[src/hw/elpa_pkg.sv]
// Summary of operation
// RULE1: register is read-only, writes change nothing
// RULE2: bit 15 next page reads zero
// RULE3: bit 14 acknowledge reads one
// RULE4: bit 13 remote fault reads zero
// RULE5: bit 9 100BASE-T4 reads zero
// RULE6: selector bits 4:0 read IEEE 802.3
// RULE7: upper half zero; management sees 16 bits
// RULE8: pause bits mirror advertisement per table
// RULE9: pause bits captured at negotiation complete
// RULE10: duplex match gives 0010 or 1000
// RULE11: duplex mismatch gives 0001 or 0100
// RULE12: straps latched at reset release, then kept
// RULE13: no common ability means negotiation failed
// RULE14: bit 12 reserved reads zero
package elpa_pkg;

  localparam int          IDX_W              = 5;
  localparam logic [4:0]  IDX_PARTNER_ABIL   = 5'h05;
  localparam int          REG_W              = 32;
  localparam int          MII_W              = 16;

  localparam int          BIT_NEXT_PAGE      = 15;
  localparam int          BIT_ACK            = 14;
  localparam int          BIT_REMOTE_FAULT   = 13;
  localparam int          BIT_RSVD12         = 12;
  localparam int          BIT_ASYM_PAUSE     = 11;
  localparam int          BIT_SYM_PAUSE      = 10;
  localparam int          BIT_T4             = 9;
  localparam int          ABIL_HI            = 8;
  localparam int          ABIL_LO            = 5;
  localparam int          SEL_HI             = 4;
  localparam int          SEL_LO             = 0;

  localparam logic        NEXT_PAGE_VAL      = 1'b0;
  localparam logic        ACK_VAL            = 1'b1;
  localparam logic        REMOTE_FAULT_VAL   = 1'b0;
  localparam logic        RSVD_VAL           = 1'b0;
  localparam logic        T4_VAL             = 1'b0;
  localparam logic [4:0]  SEL_IEEE_8023      = 5'h01;
  localparam logic [15:0] PAD_VAL            = 16'h0000;

  localparam logic [3:0]  ABIL_10_FULL       = 4'h2;
  localparam logic [3:0]  ABIL_100_FULL      = 4'h8;
  localparam logic [3:0]  ABIL_10_HALF       = 4'h1;
  localparam logic [3:0]  ABIL_100_HALF      = 4'h4;
  localparam logic [3:0]  ABIL_RST           = 4'h0;
  localparam logic [1:0]  PAUSE_RST          = 2'h0;
  localparam logic        STRAP_RST          = 1'b0;

  // returns {asymmetric, symmetric} as seen from the emulated partner
  function automatic logic [1:0] pause_map(input logic adv_sym,
                                           input logic adv_asym,
                                           input logic flow_strap);
    logic [1:0] res;
    res = 2'h0;
    case ({adv_sym, adv_asym})
      2'b00:   res = 2'h0;
      2'b10:   res = 2'h1;
      2'b01:   res = 2'h3;
      2'b11:   res = flow_strap ? 2'h3 : 2'h2;
      default: res = 2'h0;
    endcase
    return res;
  endfunction : pause_map

  function automatic logic [3:0] ability_map(input logic dup_match,
                                             input logic speed_strap);
    logic [3:0] res;
    res = ABIL_RST;
    if (dup_match) begin
      res = speed_strap ? ABIL_100_FULL : ABIL_10_FULL;
    end else begin
      res = speed_strap ? ABIL_100_HALF : ABIL_10_HALF;
    end
    return res;
  endfunction : ability_map

endpackage : elpa_pkg

[src/hw/elpa_top.sv]
module elpa_top (
  input  wire logic        core_clk,
  input  wire logic        rst_b,
  input  wire logic        rd_en,
  input  wire logic        wr_en,
  input  wire logic [4:0]  reg_index,
  input  wire logic [31:0] wr_data,
  output logic             rd_valid,
  output logic             wr_ack,
  output logic [31:0]      rd_data,
  output logic [15:0]      mii_rd_data,
  input  wire logic        adv_sym_pause,
  input  wire logic        adv_asym_pause,
  input  wire logic [3:0]  adv_ability,
  input  wire logic        an_complete,
  input  wire logic        port0_duplex_pin,
  input  wire logic        speed_strap_pin,
  input  wire logic        duplex_pol_strap_pin,
  input  wire logic        full_duplex_flow_strap,
  output logic             partner_an_able,
  output logic [15:0]      partner_word
);

  logic        speed_strap_q;
  logic        duplex_pol_q;
  logic        flow_strap_q;
  logic        duplex_sync;
  logic [1:0]  pause_q;
  logic [3:0]  ability_q;
  logic        hit_q;
  logic [15:0] word;

  elpa_sync #(
    .RST_VAL (1'b0)
  ) u_duplex_sync (
    .core_clk  (core_clk),
    .rst_b     (rst_b),
    .pin_in    (port0_duplex_pin),
    .level_out (duplex_sync)
  );

  // straps follow their pins while reset is held; the last value before
  // release is kept, so they must be steady across the release edge
  always_ff @(posedge core_clk) begin
    if (!rst_b) begin
      speed_strap_q <= speed_strap_pin;                        // RULE12
      duplex_pol_q  <= duplex_pol_strap_pin;                   // RULE12
      flow_strap_q  <= full_duplex_flow_strap;                 // RULE12
    end
  end

  // pause bits only move on completion, later advertisement edits wait
  always_ff @(posedge core_clk) begin
    if (!rst_b) begin
      pause_q <= elpa_pkg::PAUSE_RST;
    end else if (an_complete) begin
      pause_q <= elpa_pkg::pause_map(adv_sym_pause, adv_asym_pause,
                                     flow_strap_q);            // RULE8 RULE9
    end
  end

  always_ff @(posedge core_clk) begin
    if (!rst_b) begin
      ability_q <= elpa_pkg::ABIL_RST;
    end else begin
      ability_q <= elpa_pkg::ability_map(duplex_sync == duplex_pol_q,
                                         speed_strap_q);     // RULE10 RULE11
    end
  end

  // no shared ability bit means the emulated negotiation failed
  always_ff @(posedge core_clk) begin
    if (!rst_b) begin
      partner_an_able <= 1'b0;
    end else begin
      partner_an_able <= |(adv_ability & ability_q);           // RULE13
    end
  end

  always_comb begin
    word = 16'h0000;
    word[elpa_pkg::BIT_NEXT_PAGE]    = elpa_pkg::NEXT_PAGE_VAL;    // RULE2
    word[elpa_pkg::BIT_ACK]          = elpa_pkg::ACK_VAL;          // RULE3
    word[elpa_pkg::BIT_REMOTE_FAULT] = elpa_pkg::REMOTE_FAULT_VAL; // RULE4
    word[elpa_pkg::BIT_RSVD12]       = elpa_pkg::RSVD_VAL;         // RULE14
    word[elpa_pkg::BIT_ASYM_PAUSE]   = pause_q[1];                 // RULE8
    word[elpa_pkg::BIT_SYM_PAUSE]    = pause_q[0];                 // RULE8
    word[elpa_pkg::BIT_T4]           = elpa_pkg::T4_VAL;           // RULE5
    word[elpa_pkg::ABIL_HI:elpa_pkg::ABIL_LO] = ability_q;
    word[elpa_pkg::SEL_HI:elpa_pkg::SEL_LO]   =
      elpa_pkg::SEL_IEEE_8023;                                     // RULE6
  end

  always_ff @(posedge core_clk) begin
    if (!rst_b) begin
      partner_word <= 16'h0000;
    end else begin
      partner_word <= word;
    end
  end

  // read path; unmapped indices read zero
  always_ff @(posedge core_clk) begin
    if (!rst_b) begin
      rd_valid    <= 1'b0;
      hit_q       <= 1'b0;
      rd_data     <= 32'h0000_0000;
      mii_rd_data <= 16'h0000;
    end else begin
      rd_valid <= rd_en;
      if (rd_en) begin
        hit_q <= (reg_index == elpa_pkg::IDX_PARTNER_ABIL);
        if (reg_index == elpa_pkg::IDX_PARTNER_ABIL) begin
          rd_data     <= {elpa_pkg::PAD_VAL, word};            // RULE7
          mii_rd_data <= word;                                 // RULE7
        end else begin
          rd_data     <= 32'h0000_0000;
          mii_rd_data <= 16'h0000;
        end
      end
    end
  end

  // writes are acknowledged and dropped; nothing here has a write path
  always_ff @(posedge core_clk) begin
    if (!rst_b) begin
      wr_ack <= 1'b0;
    end else begin
      wr_ack <= wr_en;                                         // RULE1
    end
  end
endmodule : elpa_top

[src/hw/elpa_sync.sv]
// three stage pin synchroniser; output moves only when stages 2 and 3 agree
module elpa_sync #(
  parameter logic RST_VAL = 1'b0
) (
  input  wire logic core_clk,
  input  wire logic rst_b,
  input  wire logic pin_in,
  output logic      level_out
);

  logic s1_q;
  logic s2_q;
  logic s3_q;

  always_ff @(posedge core_clk) begin
    if (!rst_b) begin
      s1_q <= RST_VAL;
      s2_q <= RST_VAL;
      s3_q <= RST_VAL;
    end else begin
      s1_q <= pin_in;
      s2_q <= s1_q;
      s3_q <= s2_q;
    end
  end

  // agreement filter ignores a one-cycle glitch reaching stage 2
  always_ff @(posedge core_clk) begin
    if (!rst_b) begin
      level_out <= RST_VAL;
    end else if (s2_q == s3_q) begin
      level_out <= s3_q;
    end
  end

endmodule : elpa_sync

[config.mk]
export PLATFORM = sky130hd
export DESIGN_NAME = elpa_top
export DESIGN_NICKNAME = d
export VERILOG_FILES = /design/src/hw/elpa_pkg.sv /design/src/hw/elpa_top.sv /design/src/hw/elpa_sync.sv
export SDC_FILE = /design/constraint.sdc
export NUM_CORES = 1
export LEC_CHECK = 0
export BUFFER_PORTS_ARGS = -buffer_cell sky130_fd_sc_hd__buf_4
export CAP_MARGIN = 20
export CORE_MARGIN = 1.5
export CORE_UTILIZATION = 30
export DETAILED_ROUTE_END_ITERATION = 7
export PLACE_DENSITY = 0.74
export SLEW_MARGIN = 0
export SYNTH_ARGS = -nofsm -noshare
export SYNTH_HDL_FRONTEND = slang
export SYNTH_SLANG_ARGS = --single-unit
[constraint.sdc]
create_clock -name core_clk -period 2.1 [get_ports core_clk]
set_input_delay 0.315 -clock core_clk [delete_from_list [all_inputs] [get_ports core_clk]]
set_output_delay 0.315 -clock core_clk [all_outputs]
set_load 0.01 [all_outputs]
==> flow_summary_export.csv, run 1 <==
group,metric,value,unit
timing,fin_setup_tns,0,ps
clock_tree,cts_resized,0,
pwr,leakage,0.779,nW
logic_synthesis,seq_area_frac_synth,47.7,%
logic_synthesis,muxShareOfSynthArea,0.758,%
pwr,vdd_drop_max,0.468,mV
timing,setup_ws,958,ps
setup_path,worstSetupEndpointType,"output pin",
global_routing,grt_pass1_wl,3460,microns
place,globalplace.congestion,0.672,
finish,diodes,0,
global_routing,track_usage,9.46,%
place,dp.cells,208,
clock_tree,numCtsBuffers,5,
setup_path,worst-path-max-fanout,5,
setup_path,max_stage_delay,400,ps
die,start_util,32.1,%
clock_tree,cts_buffer_depth,2,
global_routing,overflow,0,
logic_synthesis,ys_types,26,
place,place_hpwl,1720,microns
timing,rsz0062_at_grt,"no",
outcome,status,"finished, final reports clean",
clock_tree,cts_setup_buffers,0,
die,dieHeight,69.4,microns
pwr,power_per_cell_area,796,nW/um^2
logic_synthesis,synth_fa_ha_area_share,0,%
finish,drive_gt1_share,33.9,%
clock_tree,cts_sinks,30,
detailed_routing,viasPerCell,3.87,
logic_synthesis,synth_compound_area_share,7.86,%
timing,finalClockSkew,3.75,ps
logic_synthesis,syn-cell-area,1320,sq um
timing,hold_violations,0,
timing,setup_viol,0,
setup_path,arrival,830,ps
detailed_routing,post_drt_wl_per_cell,10.5,microns
setup_path,crit_type,"reg2out",
detailed_routing,route.detailed.drc,0,
timing,drv_slew,0,
clock_tree,cts_hold_buf,0,
clock_tree,ctsHtreeMaxLevel,2,
setup_path,crit_family,"flip-flops",
clock_tree,clk_latency,280,ps
global_routing,grt_pass1_vias,720,
pwr,p_sw,0.282,mW
die,dieArea,4810,sq um
pwr,netSwitchingFraction,22.3,%
job,drv_cap,0,
logic_synthesis,synth-xor-area-share,1.33,%
logic_synthesis,ys_seq_elements,30,
setup_path,path_cells,"buf_4",
finish,area_growth,20.2,%
pwr,share_seq_of_total_power,48.6,%
die,num_rows,23,
place,portBuffers,46,
logic_synthesis,postSynthAreaPerCell,10.5,sq um
detailed_routing,drt-total-wl,2260,microns
detailed_routing,ant_nets,0,
global_routing,antenna_found_initial,0,
timing,fmax,0.876,GHz
logic_synthesis,yosysTopAreaCell,"dfxtp_1",
logic_synthesis,yosysWarningCount,0,
timing,period_minus_slack,1140,ps
setup_path,cp-start-kind,"register",
pwr,p_total,1.26,mW
die,core,4120,sq um
detailed_routing,vias,832,
clock_tree,root_buffer,"clkbuf_8",
logic_synthesis,synth_top_family_by_area,"buffers and inverters",
pwr,p_comb_share,9.1,%
pwr,power.share.clock,42.3,%
logic_synthesis,syn_inst,126,
finish,fin_area,1590,sq um
setup_path,path_buf_inv,1,
pwr,intPower,0.982,mW
clock_tree,cts_tree,"built",
timing,min_period_over_period,54.4,%
setup_path,cp.required,1780,ps
die,die_w,69.4,microns
worst_hold_path,hold_path.class,"in2reg",
finish,final_nets,217,
setup_path,crit_slowest_cell,"dfxtp_1",
logic_synthesis,synth-simple-area-share,11.8,%
die,ioPinCount,119,
logic_synthesis,yosys-top-cells-area,"dfxtp_1 41%, buf_4 28%, edfxtp_1 6.8%, a32o_1 4.5%, and2_1 4.3%",
finish,final_cell_mix,"46 x buf_4, 40 x conb_1, 27 x dfxtp_1, 9 x and2_1",
clock_tree,clkTransAtPathRegs,60,ps
place,placed_area,1480,sq um
detailed_routing,firstDrtPassIters,3,
finish,instances_no_fill,215,
logic_synthesis,netlist.area_leader.share,40.9,%
detailed_routing,drt_iter0_markers,18,
global_routing,grt_max_degree,19,
place,place_ws,849,ps
finish,layout_commonest_cell,"buf_4",
-- path summary, 6_finish.rpt --
check | start | end | slack [ps] | cells past startpoint
setup / recovery | mii_rd_data[0] | mii_rd_data[14] | 960 | 1
hold / removal | duplex_pol_strap_pin | duplex_pol_q | 210 | 1
setup reg to reg | duplex_pol_q | ability_q[2] | 1310 | 2
hold reg to reg | u_duplex_sync.s1_q | u_duplex_sync.s2_q | 430 | 1
-- power groups by stage --
stage / registers, mW / logic [mW] / clock network (mW)
2_1_floorplan: 0.628 / 0.118 / 0
3_3_place_gp: 0.626 / 0.114 / 0
3_5_place_dp: 0.627 / 0.116 / 0
4_1_cts: 0.614 / 0.116 / 0.556
5_1_grt: 0.617 / 0.127 / 0.579
6_report: 0.614 / 0.115 / 0.535
-- cell usage after synthesis --
cell	n
a21oi_1	2
a22o_1	1
a22oi_1	2
a32o_1	6
and2_1	9
and2_2	2
and4b_1	2
buf_4	50
buf_6	1
clkbuf_1	1
clkbuf_2	1
conb_1	1
dfxtp_1	27
edfxtp_1	3
inv_1	1
mux2i_1	1
nand2_1	2
nor2_1	5
nor2b_1	1
nor3_1	1
nor3b_1	1
nor3b_2	1
o21ai_0	2
or2b_1	1
xnor2_1	1
xor2_1	1
-- flip-flops by register name, indices dropped and copies added (netlist names) --
register and count:
ability_q 4, duplex_pol_q 1, flow_strap_q 1, mii_rd_data 7
partner_an_able 1, partner_word 7, pause_q 2, rd_valid 1
speed_strap_q 1, u_duplex_sync.level_out 1, u_duplex_sync.s1_q 1, u_duplex_sync.s2_q 1
u_duplex_sync.s3_q 1, wr_ack 1
-- stage by stage --
step	utilization, %	hold WS [ps]
after global placement	36.0	415
final	38.6	211
after global routing	38.6	201
after floorplan	-	343
after CTS	38.6	200
after detailed placement	36.0	424
-- cells by family (layout without fill, tap and decap cells) --
logic type / after synthesis / after routing
AOI/OAI and AO/OA: 13 / 13
xor gates and xnor gates: 2 / 2
buffers and inverters: 54 / 54
DFF: 30 / 30
muxes: 1 / 1
other: 1 / 40
and+or+nand+nor: 25 / 25
-- cell type report --
type	count	area, sq um
Clock buffer	7	108
Fill cell	422	2530
Inverter	1	3.75
Multi-Input combinational cell	81	438
Sequential cell	30	631
Tap cell	50	62.6
Timing Repair Buffer	46	345
-- metal layers --
metal / vias up / track usage, % / share of wire, %
met5: - / 0 / 0
met4: 0 / 5.23 / 1.6
met3: 5 / 4.94 / 11
met2: 53 / 14.3 / 48
met1: 372 / 10.7 / 39
li1: 402 / - / -
Note: power is estimated with default switching activity, not from simulation.
==> run 2: changes to the inputs <==
- PLACE_DENSITY: 0.74 -> 0.76
- clock period: 2.1 -> 0.9 ns (I/O delays scaled with it)
==> run 2 against run 1 <==
Against the previous run: clock-buffer cell count is 2 lower; hold slack worse by 180 ps; global-route usage is 0.32 points lower; critical path depth stayed put; sequential power is 130% higher; clock skew is 1.8 ps higher; die area stayed put; utilization is 2.0 points higher; via count is 1.1% lower; clock power is 84% higher; first-iteration DRC count is 17% lower; critical path type unchanged; largest cell class unchanged; largest power group unchanged.
==> flow_summary_export.csv, run 2 (same netlist as run 1, synthesis figures left out) <==
group,metric,value,unit
detailed_routing,post_drt_wl_per_cell,9.93,microns
finish,instances_no_fill,219,
die,dieHeight,69.4,microns
place,placed_area,1500,sq um
finish,fin_area,1670,sq um
global_routing,overflow,0,
timing,hold_violations,0,
setup_path,worstSetupEndpointType,"output pin",
global_routing,antenna_found_initial,0,
timing,finalClockSkew,5.52,ps
detailed_routing,vias,823,
outcome,status,"finished, final reports clean",
finish,drive_gt1_share,40.2,%
detailed_routing,drt-total-wl,2180,microns
detailed_routing,drt_iter0_markers,15,
setup_path,path_buf_inv,1,
setup_path,path_depth,1,
die,start_util,32.1,%
job,drv_cap,0,
setup_path,crit_type,"reg2out",
clock_tree,cts_sinks,30,
timing,fmax,1.12,GHz
worst_hold_path,hold_path.class,"in2reg",
setup_path,crit_family,"flip-flops",
pwr,leakage,0.804,nW
clock_tree,cts_buffer_depth,2,
setup_path,max_stage_delay,360,ps
timing,rsz0062_at_grt,"yes",
setup_path,setup.worst_path.start,"mii_rd_data[0]",
finish,diodes,0,
setup_path,crit_slowest_cell,"dfxtp_4",
setup_path,reg2reg_slack,80,ps
finish,layout_commonest_cell,"conb_1",
timing,setup_viol,0,
finish,final_cell_mix,"40 x conb_1, 34 x buf_4, 19 x dfxtp_1, 16 x buf_6, 9 x and2_1",
die,num_rows,23,
place,globalplace.congestion,0.682,
setup_path,worst-path-max-fanout,5,
setup_path,arrival,760,ps
timing,period_minus_slack,896,ps
die,core,4120,sq um
pwr,power_per_cell_area,1600,nW/um^2
finish,area_growth,26.5,%
finish,top_regs,"mii_rd_data x7, partner_word x7, ability_q x4",
die,ioPinCount,119,
die,die_w,69.4,microns
clock_tree,numCtsBuffers,5,
clock_tree,cts_tree,"built",
detailed_routing,viasPerCell,3.76,
clock_tree,clk_latency,280,ps
finish,final_nets,221,
global_routing,grt_pass1_wl,3330,microns
global_routing,grt_pass1_vias,726,
setup_path,cp.required,760,ps
place,dp.cells,211,
detailed_routing,firstDrtPassIters,4,
detailed_routing,ant_nets,0,
timing,holdWs,31.9,ps
setup_path,r2r-end,"ability_q[2]",
timing,min_period_over_period,99.6,%
timing,drv_slew,0,
setup_path,crit_path_end,"rd_data[14]",
pwr,vdd_drop_max,0.845,mV
global_routing,track_usage,9.15,%
die,dieArea,4810,sq um
place,portBuffers,46,
setup_path,r2r-start,"duplex_pol_q",
detailed_routing,route.detailed.drc,0,
clock_tree,clkTransAtPathRegs,60,ps
setup_path,r2r_cells,2,
setup_path,cp-start-kind,"register",
finish,final_core_util,40.6,%
global_routing,grt_max_degree,10,
place,place_hpwl,1720,microns
setup_path,path_cells,"buf_6",
clock_tree,root_buffer,"clkbuf_8",
clock_tree,ctsHtreeMaxLevel,2,
-- run 2: cell count changes in the layout (fill, tap and decap cells not counted), sizes merged --
| cell | before | now |
|---|---|---|
| buf | 46 | 50 |
| clkinv | 0 | 2 |
| clkbuf | 7 | 5 |
-- run 2: report_power, final --
part,internal (mW),total [mW],leakage [nW],switching [mW]
Combinational,0.125,0.280,0.505,0.155
Sequential,1.39,1.42,0.255,0.0274
Clock,0.517,0.984,0.0438,0.467
-- run 2: area by class of cell --
type / count / area [sq um]
Fill cell: 422 / 2440
Sequential cell: 30 / 653
Multi-Input combinational cell: 81 / 438
Timing Repair Buffer: 50 / 435
Clock buffer: 5 / 68.8
Tap cell: 50 / 62.6
Clock inverter: 2 / 10.0
Inverter: 1 / 3.75
-- run 2: how the worst min path moves through the flow --
stage	end	slack [ps]	cells after the start	startpoint
after floorplan	partner_word[0]	160	0	rst_b
after global routing	flow_strap_q	10	1	full_duplex_flow_strap
after detailed placement	duplex_pol_q	310	1	duplex_pol_strap_pin
final	speed_strap_q	30	1	speed_strap_pin
after CTS	speed_strap_q	20	1	speed_strap_pin
after global placement	flow_strap_q	310	1	full_duplex_flow_strap
-- run 2: per-layer routing --
| metal | share of wire, % | up-vias | GRT usage [%] |
|---|---|---|---|
| met3 | 11 | 5 | 4.94 |
| met4 | 2.3 | 0 | 5.88 |
| met1 | 38 | 358 | 9.76 |
| met2 | 49 | 51 | 14.0 |
| met5 | 0 | - | 0 |
| li1 | - | 409 | - |
-- run 2: metrics by stage --
step	TNS, ps	setup slack (ps)	power [mW]
4_1_cts	-59.3	-21.3	2.75
3_3_place_gp	-322	-48.7	1.74
6_report	0	3.76	2.68
5_1_grt	-267	-36.5	2.84
2_1_floorplan	0	116	1.74
3_5_place_dp	-401	-69.6	1.74
-- run 2: repair_timing --
action | CTS | global route
resized for setup | 8 | 21
hold buffers | 0 | 0
setup buffers | 1 | 0
setup endpoints to repair | 16 | 18
==> run 3: changes to the inputs <==
- PLACE_DENSITY: 0.76 -> 0.75
- SYNTH_HIERARCHICAL: default -> 1
==> run 3 against run 2 <==
Against the previous run: wire length grew 4.0%; cell count grew 3.2%; die area grew 3.5%; highest routed layer unchanged; combinational power grew 8.2%.
==> flow_summary_export.csv, run 3 <==
group,metric,value,unit
outcome,status,"finished, final reports clean",
setup_path,path_buf_inv,1,
global_routing,grt_pass1_vias,806,
global_routing,grtUsageMet1,10.9,%
clock_tree,ctsHtreeMaxLevel,2,
timing,min_period_over_period,99.3,%
clock_tree,numCtsBuffers,5,
finish,top_regs,"mii_rd_data x7, partner_word x7, ability_q x4",
setup_path,r2r_cells,2,
detailed_routing,viasPerCell,3.85,
detailed_routing,firstDrtPassIters,2,
logic_synthesis,synth-simple-area-share,16.3,%
logic_synthesis,synth_compound_area_share,7.40,%
logic_synthesis,syn_inst,130,
detailed_routing,drt-total-wl,2260,microns
logic_synthesis,synth-xor-area-share,1.28,%
setup_path,crit_family,"flip-flops",
setup_path,r2r-start,"duplex_pol_q",
clock_tree,cts_tree,"built",
logic_synthesis,ys_types,28,
logic_synthesis,seq_area_frac_synth,46.0,%
logic_synthesis,muxShareOfSynthArea,0.731,%
setup_path,crit_slowest_cell,"dfxtp_4",
global_routing,grt_pass1_wl,3560,microns
finish,area_growth,26.8,%
setup_path,arrival,760,ps
logic_synthesis,yosysTopAreaCell,"dfxtp_1",
global_routing,use_met3,4.56,%
global_routing,met2_usage,14.2,%
logic_synthesis,synth_fa_ha_area_share,0,%
logic_synthesis,synthTopCellsByCount,"50 x buf_4, 27 x dfxtp_1, 10 x and2_1",
place,globalplace.congestion,0.734,
worst_hold_path,hold_path.class,"in2reg",
detailed_routing,drt_iter0_markers,60,
logic_synthesis,yosys-top-cells-area,"dfxtp_1 39%, buf_4 27%, edfxtp_1 6.6%, and2_1 4.6%, nand4b_1 3.8%",
die,die_w,70.6,microns
die,num_rows,24,
pwr,leakage,0.817,nW
global_routing,grt_max_degree,10,
place,place_hpwl,1780,microns
timing,finalClockSkew,10.6,ps
logic_synthesis,yosysMostFrequentCell,"buf_4",
finish,final_core_util,39.6,%
finish,drive_gt1_share,37.9,%
global_routing,track_usage,9.26,%
logic_synthesis,yosysWarningCount,6,
die,dieHeight,70.6,microns
setup_path,r2r-end,"ability_q[2]",
pwr,power_per_cell_area,1770,nW/um^2
logic_synthesis,syn-cell-area,1370,sq um
die,core,4380,sq um
detailed_routing,ant_nets,0,
timing,rsz0062_at_grt,"yes",
setup_path,max_stage_delay,370,ps
logic_synthesis,synthArstFlopShare,0,%
global_routing,grt_busiest_layer,"met2",
setup_path,cp-start-kind,"register",
logic_synthesis,ys.flop_type,"dfxtp_1",
timing,setup_viol,0,
job,drv_cap,0,
die,start_util,31.2,%
setup_path,path_depth,1,
finish,layout_commonest_cell,"conb_1",
logic_synthesis,synth_top_family_by_area,"buffers and inverters",
detailed_routing,route.detailed.drc,0,
die,ioPinCount,119,
die,dieArea,4980,sq um
timing,fmax,1.12,GHz
finish,final_cell_mix,"40 x conb_1, 37 x buf_4, 20 x dfxtp_1, 12 x buf_6, 10 x and2_1",
clock_tree,root_buffer,"clkbuf_8",
clock_tree,cts_sinks,30,
timing,drv_slew,0,
setup_path,cp.required,760,ps
logic_synthesis,postSynthAreaPerCell,10.5,sq um
logic_synthesis,netlist.area_leader.share,39.5,%
clock_tree,clkTransAtPathRegs,70,ps
global_routing,antenna_found_initial,0,
finish,diodes,0,
setup_path,reg2reg_slack,60,ps
detailed_routing,post_drt_wl_per_cell,10.0,microns
place,portBuffers,46,
setup_path,worst-path-max-fanout,5,
timing,setup_ws,6.08,ps
setup_path,crit_type,"reg2out",
setup_path,worstSetupEndpointType,"output pin",
logic_synthesis,ys_seq_elements,30,
timing,hold_violations,0,
clock_tree,clk_latency,270,ps
setup_path,setup.worst_path.start,"mii_rd_data[0]",
worst_hold_path,whs_endpoint,"flow_strap_q",
place,place_ws,26.2,ps
timing,period_minus_slack,894,ps
clock_tree,cts_buffer_depth,2,
global_routing,overflow,0,
logic_synthesis,synth_enable_flop_cells,3,
worst_hold_path,hold_depth,1,
pwr,vdd_drop_max,0.626,mV
setup_path,path_cells,"buf_6",
detailed_routing,vias,869,
worst_hold_path,worstHoldStart,"full_duplex_flow_strap",
finish,final_nets,226,
[run 3: cell count changes after synthesis, moves of 2 or more]
cell       previous run  this run
a32o_1                6         0
o2bb2ai_1             0         5
a2bb2o_1              0         2
nand4b_1              0         6
[run 3: where the power goes]
part           internal (mW)  switching (mW)  total (mW)
logic                  0.136           0.167       0.303
clock network          0.884           0.458        1.34
registers               1.40          0.0273        1.43
[run 3: repair_timing]
action	CTS	global route
hold buffers	0	0
gates cloned	0	0
endpoints found under the setup margin	10	15
buffers inserted	0	0
gates resized for setup	4	16
[run 3: cell type report]
| class | count | area [sq um] |
|---|---|---|
| Fill cell | 425 | 2650 |
| Sequential cell | 30 | 642 |
| Multi-Input combinational cell | 87 | 502 |
| Timing Repair Buffer | 49 | 413 |
| Clock buffer | 6 | 82.6 |
| Tap cell | 52 | 65.1 |
| Clock inverter | 1 | 30.0 |
| Inverter | 1 | 3.75 |
[run 3: per-layer routing]
metal	vias to the layer above	part of all wire, %
met5	-	0
li1	432	-
met2	51	47
met4	0	0.93
met3	2	9.2
met1	384	43
[run 3: worst max path at each step]
stage | to | slack (ps)
finish | mii_rd_data[14] | 6
global route | mii_rd_data[0] | -30
CTS | rd_data[8] | 3
detailed placement | mii_rd_data[0] | 30
global placement | mii_rd_data[11] | 30
floorplan | ability_q[0] | 140
[run 3: kinds of logic (layout without fill, tap and decap cells)]
| kind of cell | count (synthesis) | count (layout) |
|---|---|---|
| AO/OA/AOI/OAI | 13 | 13 |
| XOR/XNOR | 2 | 2 |
| buffers and inverters | 52 | 57 |
| flip-flops | 30 | 30 |
| multiplexers | 1 | 1 |
| other | 1 | 40 |
| AND/OR/NAND/NOR | 31 | 31 |
[run 3: stage by stage]
stage / hold WS (ps) / instance area (sq um) / std cells / total power, mW / TNS [ps]
floorplan: 163 / 1520 / 169 / 1.74 / 0
global placement: 317 / 1570 / 219 / 1.76 / 0
detailed placement: 316 / 1570 / 219 / 1.76 / 0
CTS: 31.7 / 1690 / 226 / 3.10 / 0
global route: 21.4 / 1740 / 226 / 3.20 / -113
finish: 40.2 / 1740 / 226 / 3.07 / 0
